==> config.mk <==
export PLATFORM = sky130hd
export DESIGN_NAME = tccu_top
export DESIGN_NICKNAME = d
export VERILOG_FILES = /design/src/core/tccu_pkg.sv /design/src/core/tccu_top.sv
export VERILOG_INCLUDE_DIRS = /design/src /design/src/core
export SDC_FILE = /design/constraint.sdc
export NUM_CORES = 1
export LEC_CHECK = 0
export BUFFER_PORTS_ARGS = -buffer_cell sky130_fd_sc_hd__buf_4
export CAP_MARGIN = 20
export CORE_UTILIZATION = 30
export DETAILED_ROUTE_END_ITERATION = 12
export PLACE_DENSITY = 0.66
export SLEW_MARGIN = 20
export SYNTH_ARGS = -nofsm -noshare
export SYNTH_HDL_FRONTEND = slang
export SYNTH_SLANG_ARGS = --single-unit
==> constraint.sdc <==
create_clock -name sys_clk -period 2.9 [get_ports sys_clk]
set_input_delay 0 -clock sys_clk [delete_from_list [all_inputs] [get_ports sys_clk]]
set_output_delay 0 -clock sys_clk [all_outputs]
set_load 0.005 [all_outputs]
==> src/core/tccu_map.svh <==
/*
 Register offsets, field positions, reset values and prescaler terminal counts of the
 timer capture/compare unit.
 Assumes it is included by bare name wherever the map is needed.
*/
// Overview of operation
// - Two-bit timebase select; code 11 is reserved
// - Capture copies the 16-bit timer into holding
// - Capture event: fall, rise, 4th or 16th rise
// - Capture sets request flag; only software clears it
// - New capture overwrites unread holding value
// - Port write on output pin counts as event
// - Prescaler cleared when off, not capture, reset
// - Prescaler switch keeps count; write zero first
// - Timer holds in sleep unless externally clocked
// - Compare match runs mode action and sets flag
// - Mode 1010 only flags; pin stays port-owned
// - Writing zero to control clears compare latch
// - Mode 1011 resets timer, starts conversion
// - Trigger at match; timer clears next tick
// - Match removed before tick cancels timer reset
// - Conversion start exists on one unit only
// - Compare need not work while sleeping
// - Codes 0100-0111 select the four capture events
// - 0010 toggles, 1000 sets, 1001 clears on match
// - 0000 turns unit off; 0001, 0011 reserved
`ifndef TCCU_MAP_SVH
`define TCCU_MAP_SVH

// Byte offsets on the register bus
`define TCCU_OFS_CONTROL   5'h00
`define TCCU_OFS_HOLD_LOW  5'h04
`define TCCU_OFS_HOLD_HIGH 5'h08
`define TCCU_OFS_TIMEBASE  5'h0c
`define TCCU_OFS_STATUS    5'h10

// Field positions
`define TCCU_MODE_MSB      3
`define TCCU_MODE_LSB      0
`define TCCU_TB_MSB        1
`define TCCU_TB_LSB        0
`define TCCU_FLAG_BIT      0

// Reset values and reserved codes
`define TCCU_CONTROL_RST   8'h00
`define TCCU_HOLD_RST      8'h00
`define TCCU_TIMEBASE_RST  2'h0
`define TCCU_TIMEBASE_RSVD 2'h3

// Capture prescaler terminal counts
`define TCCU_PRE_EVERY1    4'h0
`define TCCU_PRE_EVERY4    4'h3
`define TCCU_PRE_EVERY16   4'hf

`endif

==> src/core/tccu_pkg.sv <==
/*
 Types of the timer capture/compare unit: mode codes and data widths.
 Assumes nothing of its surroundings.
*/
package tccu_pkg;
   // Unit mode field codes
   typedef enum logic [3:0] {
      TCCU_OFF        = 4'b0000,
      TCCU_RSVD1      = 4'b0001,
      TCCU_CMP_TOGGLE = 4'b0010,
      TCCU_RSVD3      = 4'b0011,
      TCCU_CAP_FALL   = 4'b0100,
      TCCU_CAP_RISE   = 4'b0101,
      TCCU_CAP_RISE4  = 4'b0110,
      TCCU_CAP_RISE16 = 4'b0111,
      TCCU_CMP_SET    = 4'b1000,
      TCCU_CMP_CLEAR  = 4'b1001,
      TCCU_CMP_SOFT   = 4'b1010,
      TCCU_CMP_TRIG   = 4'b1011,
      TCCU_WAVE0      = 4'b1100,
      TCCU_WAVE1      = 4'b1101,
      TCCU_WAVE2      = 4'b1110,
      TCCU_WAVE3      = 4'b1111
   } tccu_mode_t;

   typedef logic [15:0] tccu_count_t;   // Timer and holding width
   typedef logic [1:0]  tccu_tbsel_t;   // Timebase select code
endpackage : tccu_pkg

==> src/core/tccu_top.sv <==
/*
 Timer capture/compare unit: capture of the 16-bit timer on pin events,
 compare against the timer with pin actions and a special trigger, and
 an Avalon-MM register slave with waitrequest.
 Assumes the 16-bit timer lives outside, presents its count synchronous
 to sys_clk and marks each of its own clock edges with a one-cycle tick.
*/
// Implementation choices: register access over Avalon-MM and the register addresses.
`timescale 1ns/10ps
`include "tccu_map.svh"

module tccu_top #(
   parameter bit HAS_CONV_START = 1'b1   // Conversion start fitted on this unit
) (
   input  wire logic                  sys_clk,          // 200 MHz system clock
   input  wire logic                  reset,            // Synchronous, active high
   // Avalon-MM slave
   input  wire logic [4:0]            address,          // Byte address
   input  wire logic                  read,             // Read request
   input  wire logic                  write,            // Write request
   input  wire logic [31:0]           writedata,        // Write data
   input  wire logic [3:0]            byteenable,       // Byte lanes
   output logic      [31:0]           readdata,         // Read data
   output logic                       waitrequest,      // Stall
   // 16-bit timer
   input  wire tccu_pkg::tccu_count_t timerCount,       // Timer count value
   input  wire logic                  timerTick,        // Timer clock edge marker
   input  wire logic                  timerExtClock,    // Timer clocked externally
   output logic                       timerClearReq,    // Clear timer at next tick
   output logic                       timerHold,        // Timer must hold its count
   // Pin and port
   input  wire logic                  unitPinIn,        // Pin level
   input  wire logic                  portLatch,        // Port output data latch
   input  wire logic                  pinDirection,     // 1 = input, 0 = output
   output logic                       unitPinOut,       // Compare output level
   output logic                       unitPinOeN,       // Low while unit drives pin
   // System
   input  wire logic                  sleepMode,        // Device asleep
   input  wire logic                  converterEnable,  // Converter enabled
   output logic                       specialTrigger,   // Special trigger pulse
   output logic                       conversionStart,  // Conversion start pulse
   output logic                       unitRequestFlag,  // Request flag level
   output tccu_pkg::tccu_tbsel_t      timebaseSel       // Waveform timebase code
);
   import tccu_pkg::*;

   // Decoders shared by several processes
   // Reserved and waveform codes fall through
   // every decoder and leave the unit idle

   // Mode is one of the capture codes
   function automatic logic isCapture(input logic [3:0] m);
      isCapture = (m[3:2] == 2'b01);
   endfunction : isCapture

   // Mode is one of the compare codes
   function automatic logic isCompare(input logic [3:0] m);
      isCompare = (m == TCCU_CMP_TOGGLE) || (m[3:2] == 2'b10);
   endfunction : isCompare

   // Compare mode that takes the pin
   function automatic logic drivesPin(input logic [3:0] m);
      drivesPin = (m == TCCU_CMP_TOGGLE) || (m == TCCU_CMP_SET) ||
                  (m == TCCU_CMP_CLEAR);
   endfunction : drivesPin

   logic [7:0]  control_q;       // Unit control register
   logic [7:0]  holdLow_q;       // Holding low byte
   logic [7:0]  holdHigh_q;      // Holding high byte
   tccu_tbsel_t timebase_q;      // Timebase select field
   logic        flag_q;          // Request flag
   logic        wait_q;          // Waitrequest register
   logic [31:0] rdata_q;         // Read data register
   logic [3:0]  preCount_q;      // Capture prescaler count
   logic        pinPrev_q;       // Pin level at previous tick
   logic        match_q;         // Match seen last cycle
   logic        cmpOut_q;        // Compare output latch
   logic        oeN_q;           // Pin enable, active low
   logic        clrReq_q;        // Timer clear pending
   logic        trig_q;          // Special trigger pulse
   logic        conv_q;          // Conversion start pulse
   logic        hold_q;          // Timer hold level

   tccu_mode_t  mode;            // Current mode
   logic        accept;          // Bus access completes this edge
   logic        wrCtl;           // Control write completes
   logic        wrLow;           // Low byte write completes
   logic        wrHigh;          // High byte write completes
   logic        wrTb;            // Timebase write completes
   logic        wrStat;          // Status write completes
   logic [3:0]  newMode;         // Mode being written
   logic        pinLevel;        // Effective pin level
   logic        pinRise;         // Rising edge at tick
   logic        pinFall;         // Falling edge at tick
   logic        edgeHit;         // Edge of the selected kind
   logic [3:0]  preLimit;        // Terminal count of prescaler
   logic        capHit;          // Capture taken this cycle
   logic        match;           // Holding equals timer
   logic        cmpHit;          // Compare event this cycle
   tccu_count_t holding;         // Holding pair

   assign mode    = tccu_mode_t'(control_q[`TCCU_MODE_MSB:`TCCU_MODE_LSB]);
   assign holding = {holdHigh_q, holdLow_q};
   assign newMode = writedata[`TCCU_MODE_MSB:`TCCU_MODE_LSB];

   // Accesses complete at the edge where waitrequest is sampled low
   assign accept = (read || write) && !wait_q;
   assign wrCtl  = write && !wait_q && byteenable[0] && (address == `TCCU_OFS_CONTROL);
   assign wrLow  = write && !wait_q && byteenable[0] && (address == `TCCU_OFS_HOLD_LOW);
   assign wrHigh = write && !wait_q && byteenable[0] && (address == `TCCU_OFS_HOLD_HIGH);
   assign wrTb   = write && !wait_q && byteenable[0] && (address == `TCCU_OFS_TIMEBASE);
   assign wrStat = write && !wait_q && byteenable[0] && (address == `TCCU_OFS_STATUS);

   // Port write shows on the pin when it is an output
   assign pinLevel = pinDirection ? unitPinIn : portLatch;
   assign pinRise  = timerTick && pinLevel && !pinPrev_q;
   assign pinFall  = timerTick && !pinLevel && pinPrev_q;

   // Event selection per capture code
   always_comb begin
      edgeHit  = 1'b0;
      preLimit = `TCCU_PRE_EVERY1;
      unique case (mode)
         TCCU_CAP_FALL:   edgeHit = pinFall;
         TCCU_CAP_RISE:   edgeHit = pinRise;
         TCCU_CAP_RISE4: begin
            edgeHit  = pinRise;
            preLimit = `TCCU_PRE_EVERY4;
         end
         TCCU_CAP_RISE16: begin
            edgeHit  = pinRise;
            preLimit = `TCCU_PRE_EVERY16;
         end
         default: edgeHit = 1'b0;
      endcase
   end

   // A count left high by a direct switch fires early
   assign capHit = edgeHit && (preCount_q >= preLimit);

   // Compare is live in compare modes while the clock runs
   assign match  = isCompare(mode) && (holding == timerCount) && !sleepMode;
   assign cmpHit = match && !match_q;

   // Bus handshake: one wait cycle, then completion
   // Idle waitrequest is high, so no access
   // completes without its wait cycle
   always_ff @(posedge sys_clk) begin
      if (reset) begin
         wait_q <= 1'b1;
      end else begin
         wait_q <= !((read || write) && wait_q);
      end
   end

   // Read data prepared while waitrequest is still high
   // Unmapped offsets read as zero
   always_ff @(posedge sys_clk) begin
      if (reset) begin
         rdata_q <= 32'h0;
      end else if (read && wait_q) begin
         unique case (address)
            `TCCU_OFS_CONTROL:   rdata_q <= {24'h0, control_q};
            `TCCU_OFS_HOLD_LOW:  rdata_q <= {24'h0, holdLow_q};
            `TCCU_OFS_HOLD_HIGH: rdata_q <= {24'h0, holdHigh_q};
            `TCCU_OFS_TIMEBASE:  rdata_q <= {30'h0, timebase_q};
            `TCCU_OFS_STATUS:    rdata_q <= {31'h0, flag_q};
            default:             rdata_q <= 32'h0;
         endcase
      end else if (accept) begin
         rdata_q <= 32'h0;
      end
   end

   // Control register; zero turns the unit off
   always_ff @(posedge sys_clk) begin
      if (reset) begin
         control_q <= `TCCU_CONTROL_RST;
      end else if (wrCtl) begin
         control_q <= writedata[7:0];
      end
   end

   // Timebase select; the reserved code is not stored
   always_ff @(posedge sys_clk) begin
      if (reset) begin
         timebase_q <= `TCCU_TIMEBASE_RST;
      end else if (wrTb && (writedata[`TCCU_TB_MSB:`TCCU_TB_LSB] != `TCCU_TIMEBASE_RSVD)) begin
         timebase_q <= writedata[`TCCU_TB_MSB:`TCCU_TB_LSB];
      end
   end

   // Holding pair: capture overwrites, software may write
   always_ff @(posedge sys_clk) begin
      if (reset) begin
         holdLow_q  <= `TCCU_HOLD_RST;
         holdHigh_q <= `TCCU_HOLD_RST;
      end else if (capHit) begin
         holdLow_q  <= timerCount[7:0];
         holdHigh_q <= timerCount[15:8];
      end else begin
         if (wrLow) begin
            holdLow_q <= writedata[7:0];
         end
         if (wrHigh) begin
            holdHigh_q <= writedata[7:0];
         end
      end
   end

   // Request flag: hardware sets, write one clears, set wins
   // An event beside a clear keeps the flag
   always_ff @(posedge sys_clk) begin
      if (reset) begin
         flag_q <= 1'b0;
      end else if (capHit || cmpHit) begin
         flag_q <= 1'b1;
      end else if (wrStat && writedata[`TCCU_FLAG_BIT]) begin
         flag_q <= 1'b0;
      end
   end

   // Prescaler: cleared outside capture, kept across capture codes
   // Switch codes via zero to avoid an early capture
   always_ff @(posedge sys_clk) begin
      if (reset || !isCapture(mode)) begin
         preCount_q <= 4'h0;
      end else if (capHit) begin
         preCount_q <= 4'h0;
      end else if (edgeHit) begin
         preCount_q <= preCount_q + 4'h1;
      end
   end

   // Pin level as seen at the last timer tick
   // Pulses shorter than a tick can be missed
   always_ff @(posedge sys_clk) begin
      if (reset) begin
         pinPrev_q <= 1'b0;
      end else if (timerTick) begin
         pinPrev_q <= pinLevel;
      end
   end

   // Match history for single compare events
   always_ff @(posedge sys_clk) begin
      if (reset) begin
         match_q <= 1'b0;
      end else begin
         match_q <= match;
      end
   end

   // Compare output latch: setup on mode write, action on match
   // Separate from the port data latch
   always_ff @(posedge sys_clk) begin
      if (reset) begin
         cmpOut_q <= 1'b0;
      end else if (wrCtl) begin
         if (writedata[7:0] == 8'h00) begin
            cmpOut_q <= 1'b0;
         end else if (newMode == TCCU_CMP_SET) begin
            cmpOut_q <= 1'b0;
         end else if (newMode == TCCU_CMP_CLEAR) begin
            cmpOut_q <= 1'b1;
         end
      end else if (cmpHit) begin
         unique case (mode)
            TCCU_CMP_TOGGLE: cmpOut_q <= !cmpOut_q;
            TCCU_CMP_SET:    cmpOut_q <= 1'b1;
            TCCU_CMP_CLEAR:  cmpOut_q <= 1'b0;
            default:         cmpOut_q <= cmpOut_q;
         endcase
      end
   end

   // Unit owns the pin only in driving compare codes
   always_ff @(posedge sys_clk) begin
      if (reset) begin
         oeN_q <= 1'b1;
      end else begin
         oeN_q <= !drivesPin(mode);
      end
   end

   // Special trigger pulse in the cycle after the first cycle of a match
   always_ff @(posedge sys_clk) begin
      if (reset) begin
         trig_q <= 1'b0;
      end else begin
         trig_q <= cmpHit && (mode == TCCU_CMP_TRIG);
      end
   end

   // Conversion start, only where fitted and enabled
   // Units without the link keep it at zero
   always_ff @(posedge sys_clk) begin
      if (reset) begin
         conv_q <= 1'b0;
      end else begin
         conv_q <= HAS_CONV_START && converterEnable &&
                   cmpHit && (mode == TCCU_CMP_TRIG);
      end
   end

   // Timer clear waits for the next tick and needs the match to last
   // Moving the holding pair off the match
   // before the tick cancels the clear
   always_ff @(posedge sys_clk) begin
      if (reset) begin
         clrReq_q <= 1'b0;
      end else if (cmpHit && (mode == TCCU_CMP_TRIG)) begin
         clrReq_q <= 1'b1;
      end else if (timerTick || !match || (mode != TCCU_CMP_TRIG)) begin
         clrReq_q <= 1'b0;
      end
   end

   // Timer holds in sleep unless it runs from its external clock
   // Capture keeps working on an external clock
   always_ff @(posedge sys_clk) begin
      if (reset) begin
         hold_q <= 1'b0;
      end else begin
         hold_q <= sleepMode && !timerExtClock;
      end
   end

   // Outputs straight from registers
   // No output path is combinational
   assign readdata        = rdata_q;
   assign waitrequest     = wait_q;
   assign timerClearReq   = clrReq_q;
   assign timerHold       = hold_q;
   assign unitPinOut      = cmpOut_q;
   assign unitPinOeN      = oeN_q;
   assign specialTrigger  = trig_q;
   assign conversionStart = conv_q;
   assign unitRequestFlag = flag_q;
   assign timebaseSel     = timebase_q;

endmodule : tccu_top

==> flow_summary_export.csv <==
group,metric,value,unit
final_layout,area_growth,22.69,%
clock_network,numCtsBuffers,5,
routing,num_vias,2522,
final_layout,diodes,0,
floorplan,num_io_pins,110,
placed_design,routabilityCongestion,0.8554,
final_layout,final-seq-area,960.9,µm²
routing,drc_errors,0,
timing,hold_viol_final,0,
timing,period_share,82.54,%
global_route,grt_pass1_wl,11750,µm
clock_network,cts_root_buf,"clkbuf_8",
outcome,status,"completed",
timing,worstMarginPinSlew,631.9,ps
critical_path,crit_path_start_kind,"flip-flop",
global_route,gr-usage-all-layers,15.39,%
clock_network,insertion_delay,300,ps
synth,synthFlopType,"dfxtp_1",
worst_hold_path,min_from,"write",
clock_network,clk_path_buf_depth,2,
clock_network,cts_htree_levels,2,
global_route,grt_max_degree,44,
routing,vias_per_cell,5.136,
critical_path,cp.buffers_inverters,0,
final_layout,multi_input_area,0.001645,mm²
clock_network,cts_num_sinks,48,
synth,seq_area_frac_synth,34.50,%
synth,synth_edf_count,0,
floorplan,num_rows,34,
critical_path,max_stage_delay,470,ps
synth,syn_inst,319,
critical_path,r2r_start,"control_q[2]",
timing,tns,0,ps
critical_path,endpoint_kind,"flip-flop",
synth,synth-seq-cells,48,
floorplan,die_x,98.36,µm
routing,drtIter0Drc,188,
run,cap_violations,0,
worst_hold_path,hold_depth,3,
timing,period_minus_slack,2394,ps
final_layout,nFillCells,906,
timing,relSlewSlack,57.87,%
placed_design,dp_hpwl,5435,µm
clock_network,cts_tree,"yes",
timing,max_freq,0.4178,GHz
timing,rsz0062_at_grt,"no",
pwr,p_leak,0.001518,µW
synth,synth_area,0.002785,mm²
critical_path,critPathMaxFanout,17,
critical_path,worstPathArrival,2600,ps
critical_path,worst-setup-path-type,"flip-flop to flip-flop",
routing,drt_wl_total,7334,µm
pwr,ir_drop,0.1593,mV
clock_network,cts_setup_buffers,0,
floorplan,start_util,31.48,%
routing,antenna_left,0,
critical_path,cp_top_family,"simple AND/OR/NAND/NOR gates",
timing,slew_viol_final,0,
critical_path,r2r-end,"holdHigh_q[0]",
pwr,power_density,349.0,mW/mm²
floorplan,die_area,0.009674,mm²
synth,async_flop_share,0,%
synth,syn_area_per_cell,8.731,µm²
routing,first_pass_iters,6,
final_layout,final_layout_size_suffix_gt1_share,18.80,%
worst_hold_path,whs_endpoint,"waitrequest",
critical_path,cpMaxStageDelayCell,"dfxtp_1",
worst_hold_path,hp-class,"primary input to flip-flop",
clock_network,path_clk_slew,90,ps
routing,wl_per_cell,14.94,µm
global_route,gr-total-overflow,0,
global_route,antenna_found_initial,0,
synth,ys.warnings.count,0,
critical_path,ff2ff_path_depth,8,
synth,synth.distinct_cells,47,
clock_network,cts_hold_buffers,11,
clock_network,cts-resized-gates,0,
floorplan,die_y,98.36,µm
timing,clock_skew,5.057,ps
placed_design,port_buffers,58,
critical_path,worstPathCellList,"nor2b_1, and2_1, nand2_1, ha_1, nand2_1, o21ai_0, nand2_2, a211oi_1",
critical_path,required,3100,ps
pwr,finalPower,1193,µW
global_route,grt_pass1_vias,2351,
critical_path,cpMostUsedCell,"nand2_1",
timing,setup_viol,0,
critical_path,regToRegSetupSlack,510,ps
floorplan,core,0.008848,mm²
final_layout,finalNetCount,456,
[worst register-to-register path, cell delays in order (launching register included)]
cell and delay, ps:
dfxtp_1 470, nor2b_1 260, and2_1 210, nand2_1 90
ha_1 310, nand2_1 60, o21ai_0 250, nand2_2 310
a211oi_1 330
[layer usage]
metal / part of all wire, % / up-vias / track usage [%]
met5: 0 / - / 0
met4: 1.8 / 0 / 5.626
met3: 5.1 / 12 / 3.293
met2: 45 / 94 / 22.81
met1: 48 / 1186 / 21.88
li1: - / 1230 / -
[kinds of logic (layout without fill, tap and decap cells)]
kind of cell    after synthesis  after routing  synth area share (%)
fa+ha+maj                     5              5                 2.246
flops                        48             48                 34.50
other cells                   1             24                0.1346
buf+inv                      44             85                 9.524
simple gates                113            113                 21.20
mux                          35             35                 13.07
compound gates               56             56                 13.97
xor+xnor                     17             17                 5.346
[stage by stage]
step | setup slack, ps | hold slack [ps] | util, % | cells | area [µm²]
after floorplan | 781.5 | 76.15 | - | 342 | 2872
after global placement | 572.8 | 165.2 | 36.50 | 473 | 3229
after detailed placement | 527.4 | 167.5 | 36.50 | 473 | 3229
after CTS | 516.8 | 1.110 | 38.62 | 491 | 3417
after global routing | 264.7 | 6.498 | 38.62 | 491 | 3417
final | 506.5 | 3.274 | 38.62 | 491 | 3417
[cell usage after synthesis (3+ instances only)]
cell type  count  area, µm²
clkbuf_1      13      48.80
a22oi_1        8      60.06
mux2i_1       33      330.3
ha_1           5      62.56
nor3b_1        3      22.52
xnor2_1       12      105.1
nand4_1        5      31.28
nand3b_1       3      22.52
inv_1          4      15.01
nand4b_1       3      26.28
nand2_1       18      67.56
and3_1         3      18.77
a211oi_1      18      135.1
dfxtp_1       48      960.9
a21oi_1        6      30.03
o21ai_0        9      45.04
a31oi_1        3      18.77
nor2b_1        4      25.02
nor2_1        27      101.4
nand3_1        6      30.03
nor3_1        22      110.1
buf_4         24      180.2
nand2b_1       6      37.54
xor2_1         5      43.79
[where the power goes]
part,switching [µW],total [µW],internal [µW],leakage (µW)
logic,73.7,142,68.5,0.00109
clock network,221,386,165,0.0000410
registers,2.85,665,662,0.000387
total,298,1190,895,0.00152
[worst max path at each step]
stage / slack, ps / from / cells past startpoint / endpoint
2_1_floorplan: 780 / control_q[2] / 8 / preCount_q[3]
3_3_place_gp: 570 / control_q[2] / 8 / preCount_q[3]
3_5_place_dp: 530 / control_q[2] / 8 / preCount_q[3]
4_1_cts: 520 / control_q[2] / 8 / preCount_q[3]
5_1_grt: 260 / control_q[2] / 8 / preCount_q[3]
6_report: 510 / control_q[2] / 8 / holdHigh_q[0]
[flip-flops by register name (all words and copies together) (netlist names), 2 cells and up]
signal	count
timebaseSel	2
holdHigh_q	8
readdata	8
holdLow_q	8
control_q	8
preCount_q	4
[area by class of cell]
type / instances / share of cell area, %
flip-flops and latches: 48 / 28.12
repair buffers: 74 / 17.06
inverters: 4 / 0.4394
well taps: 108 / 3.955
clock buffers: 6 / 2.124
multi-input cells: 250 / 48.15
clock inverters: 1 / 0.1465
[placed cells by master (no fill, tap or decap), types with 2 or more instances in the layout]
master	synthesis	routed
nor3b_1	3	3
a22oi_1	8	8
a21oi_1	6	6
o21ai_0	9	9
or3b_1	2	2
a31oi_1	3	3
nand2_1	18	18
or4_1	2	2
buf_4	24	63
a211oi_1	18	18
dfxtp_1	48	48
nand3_1	6	6
nor2_1	27	27
and2_1	2	2
nor3_1	22	22
nand4b_1	3	3
nand2b_1	6	6
nor4b_1	2	2
nand4_1	5	5
nor2b_1	4	4
o2111ai_1	2	2
xor2_1	5	5
clkbuf_8	0	5
dlygate4sd3_1	0	11
and3_1	3	3
inv_1	4	4
nand3b_1	3	3
nor4_1	2	2
xnor2_1	12	12
mux2i_1	33	33
ha_1	5	5
conb_1	1	24
a21o_1	2	2
Note: power is estimated with default switching activity, not from simulation.
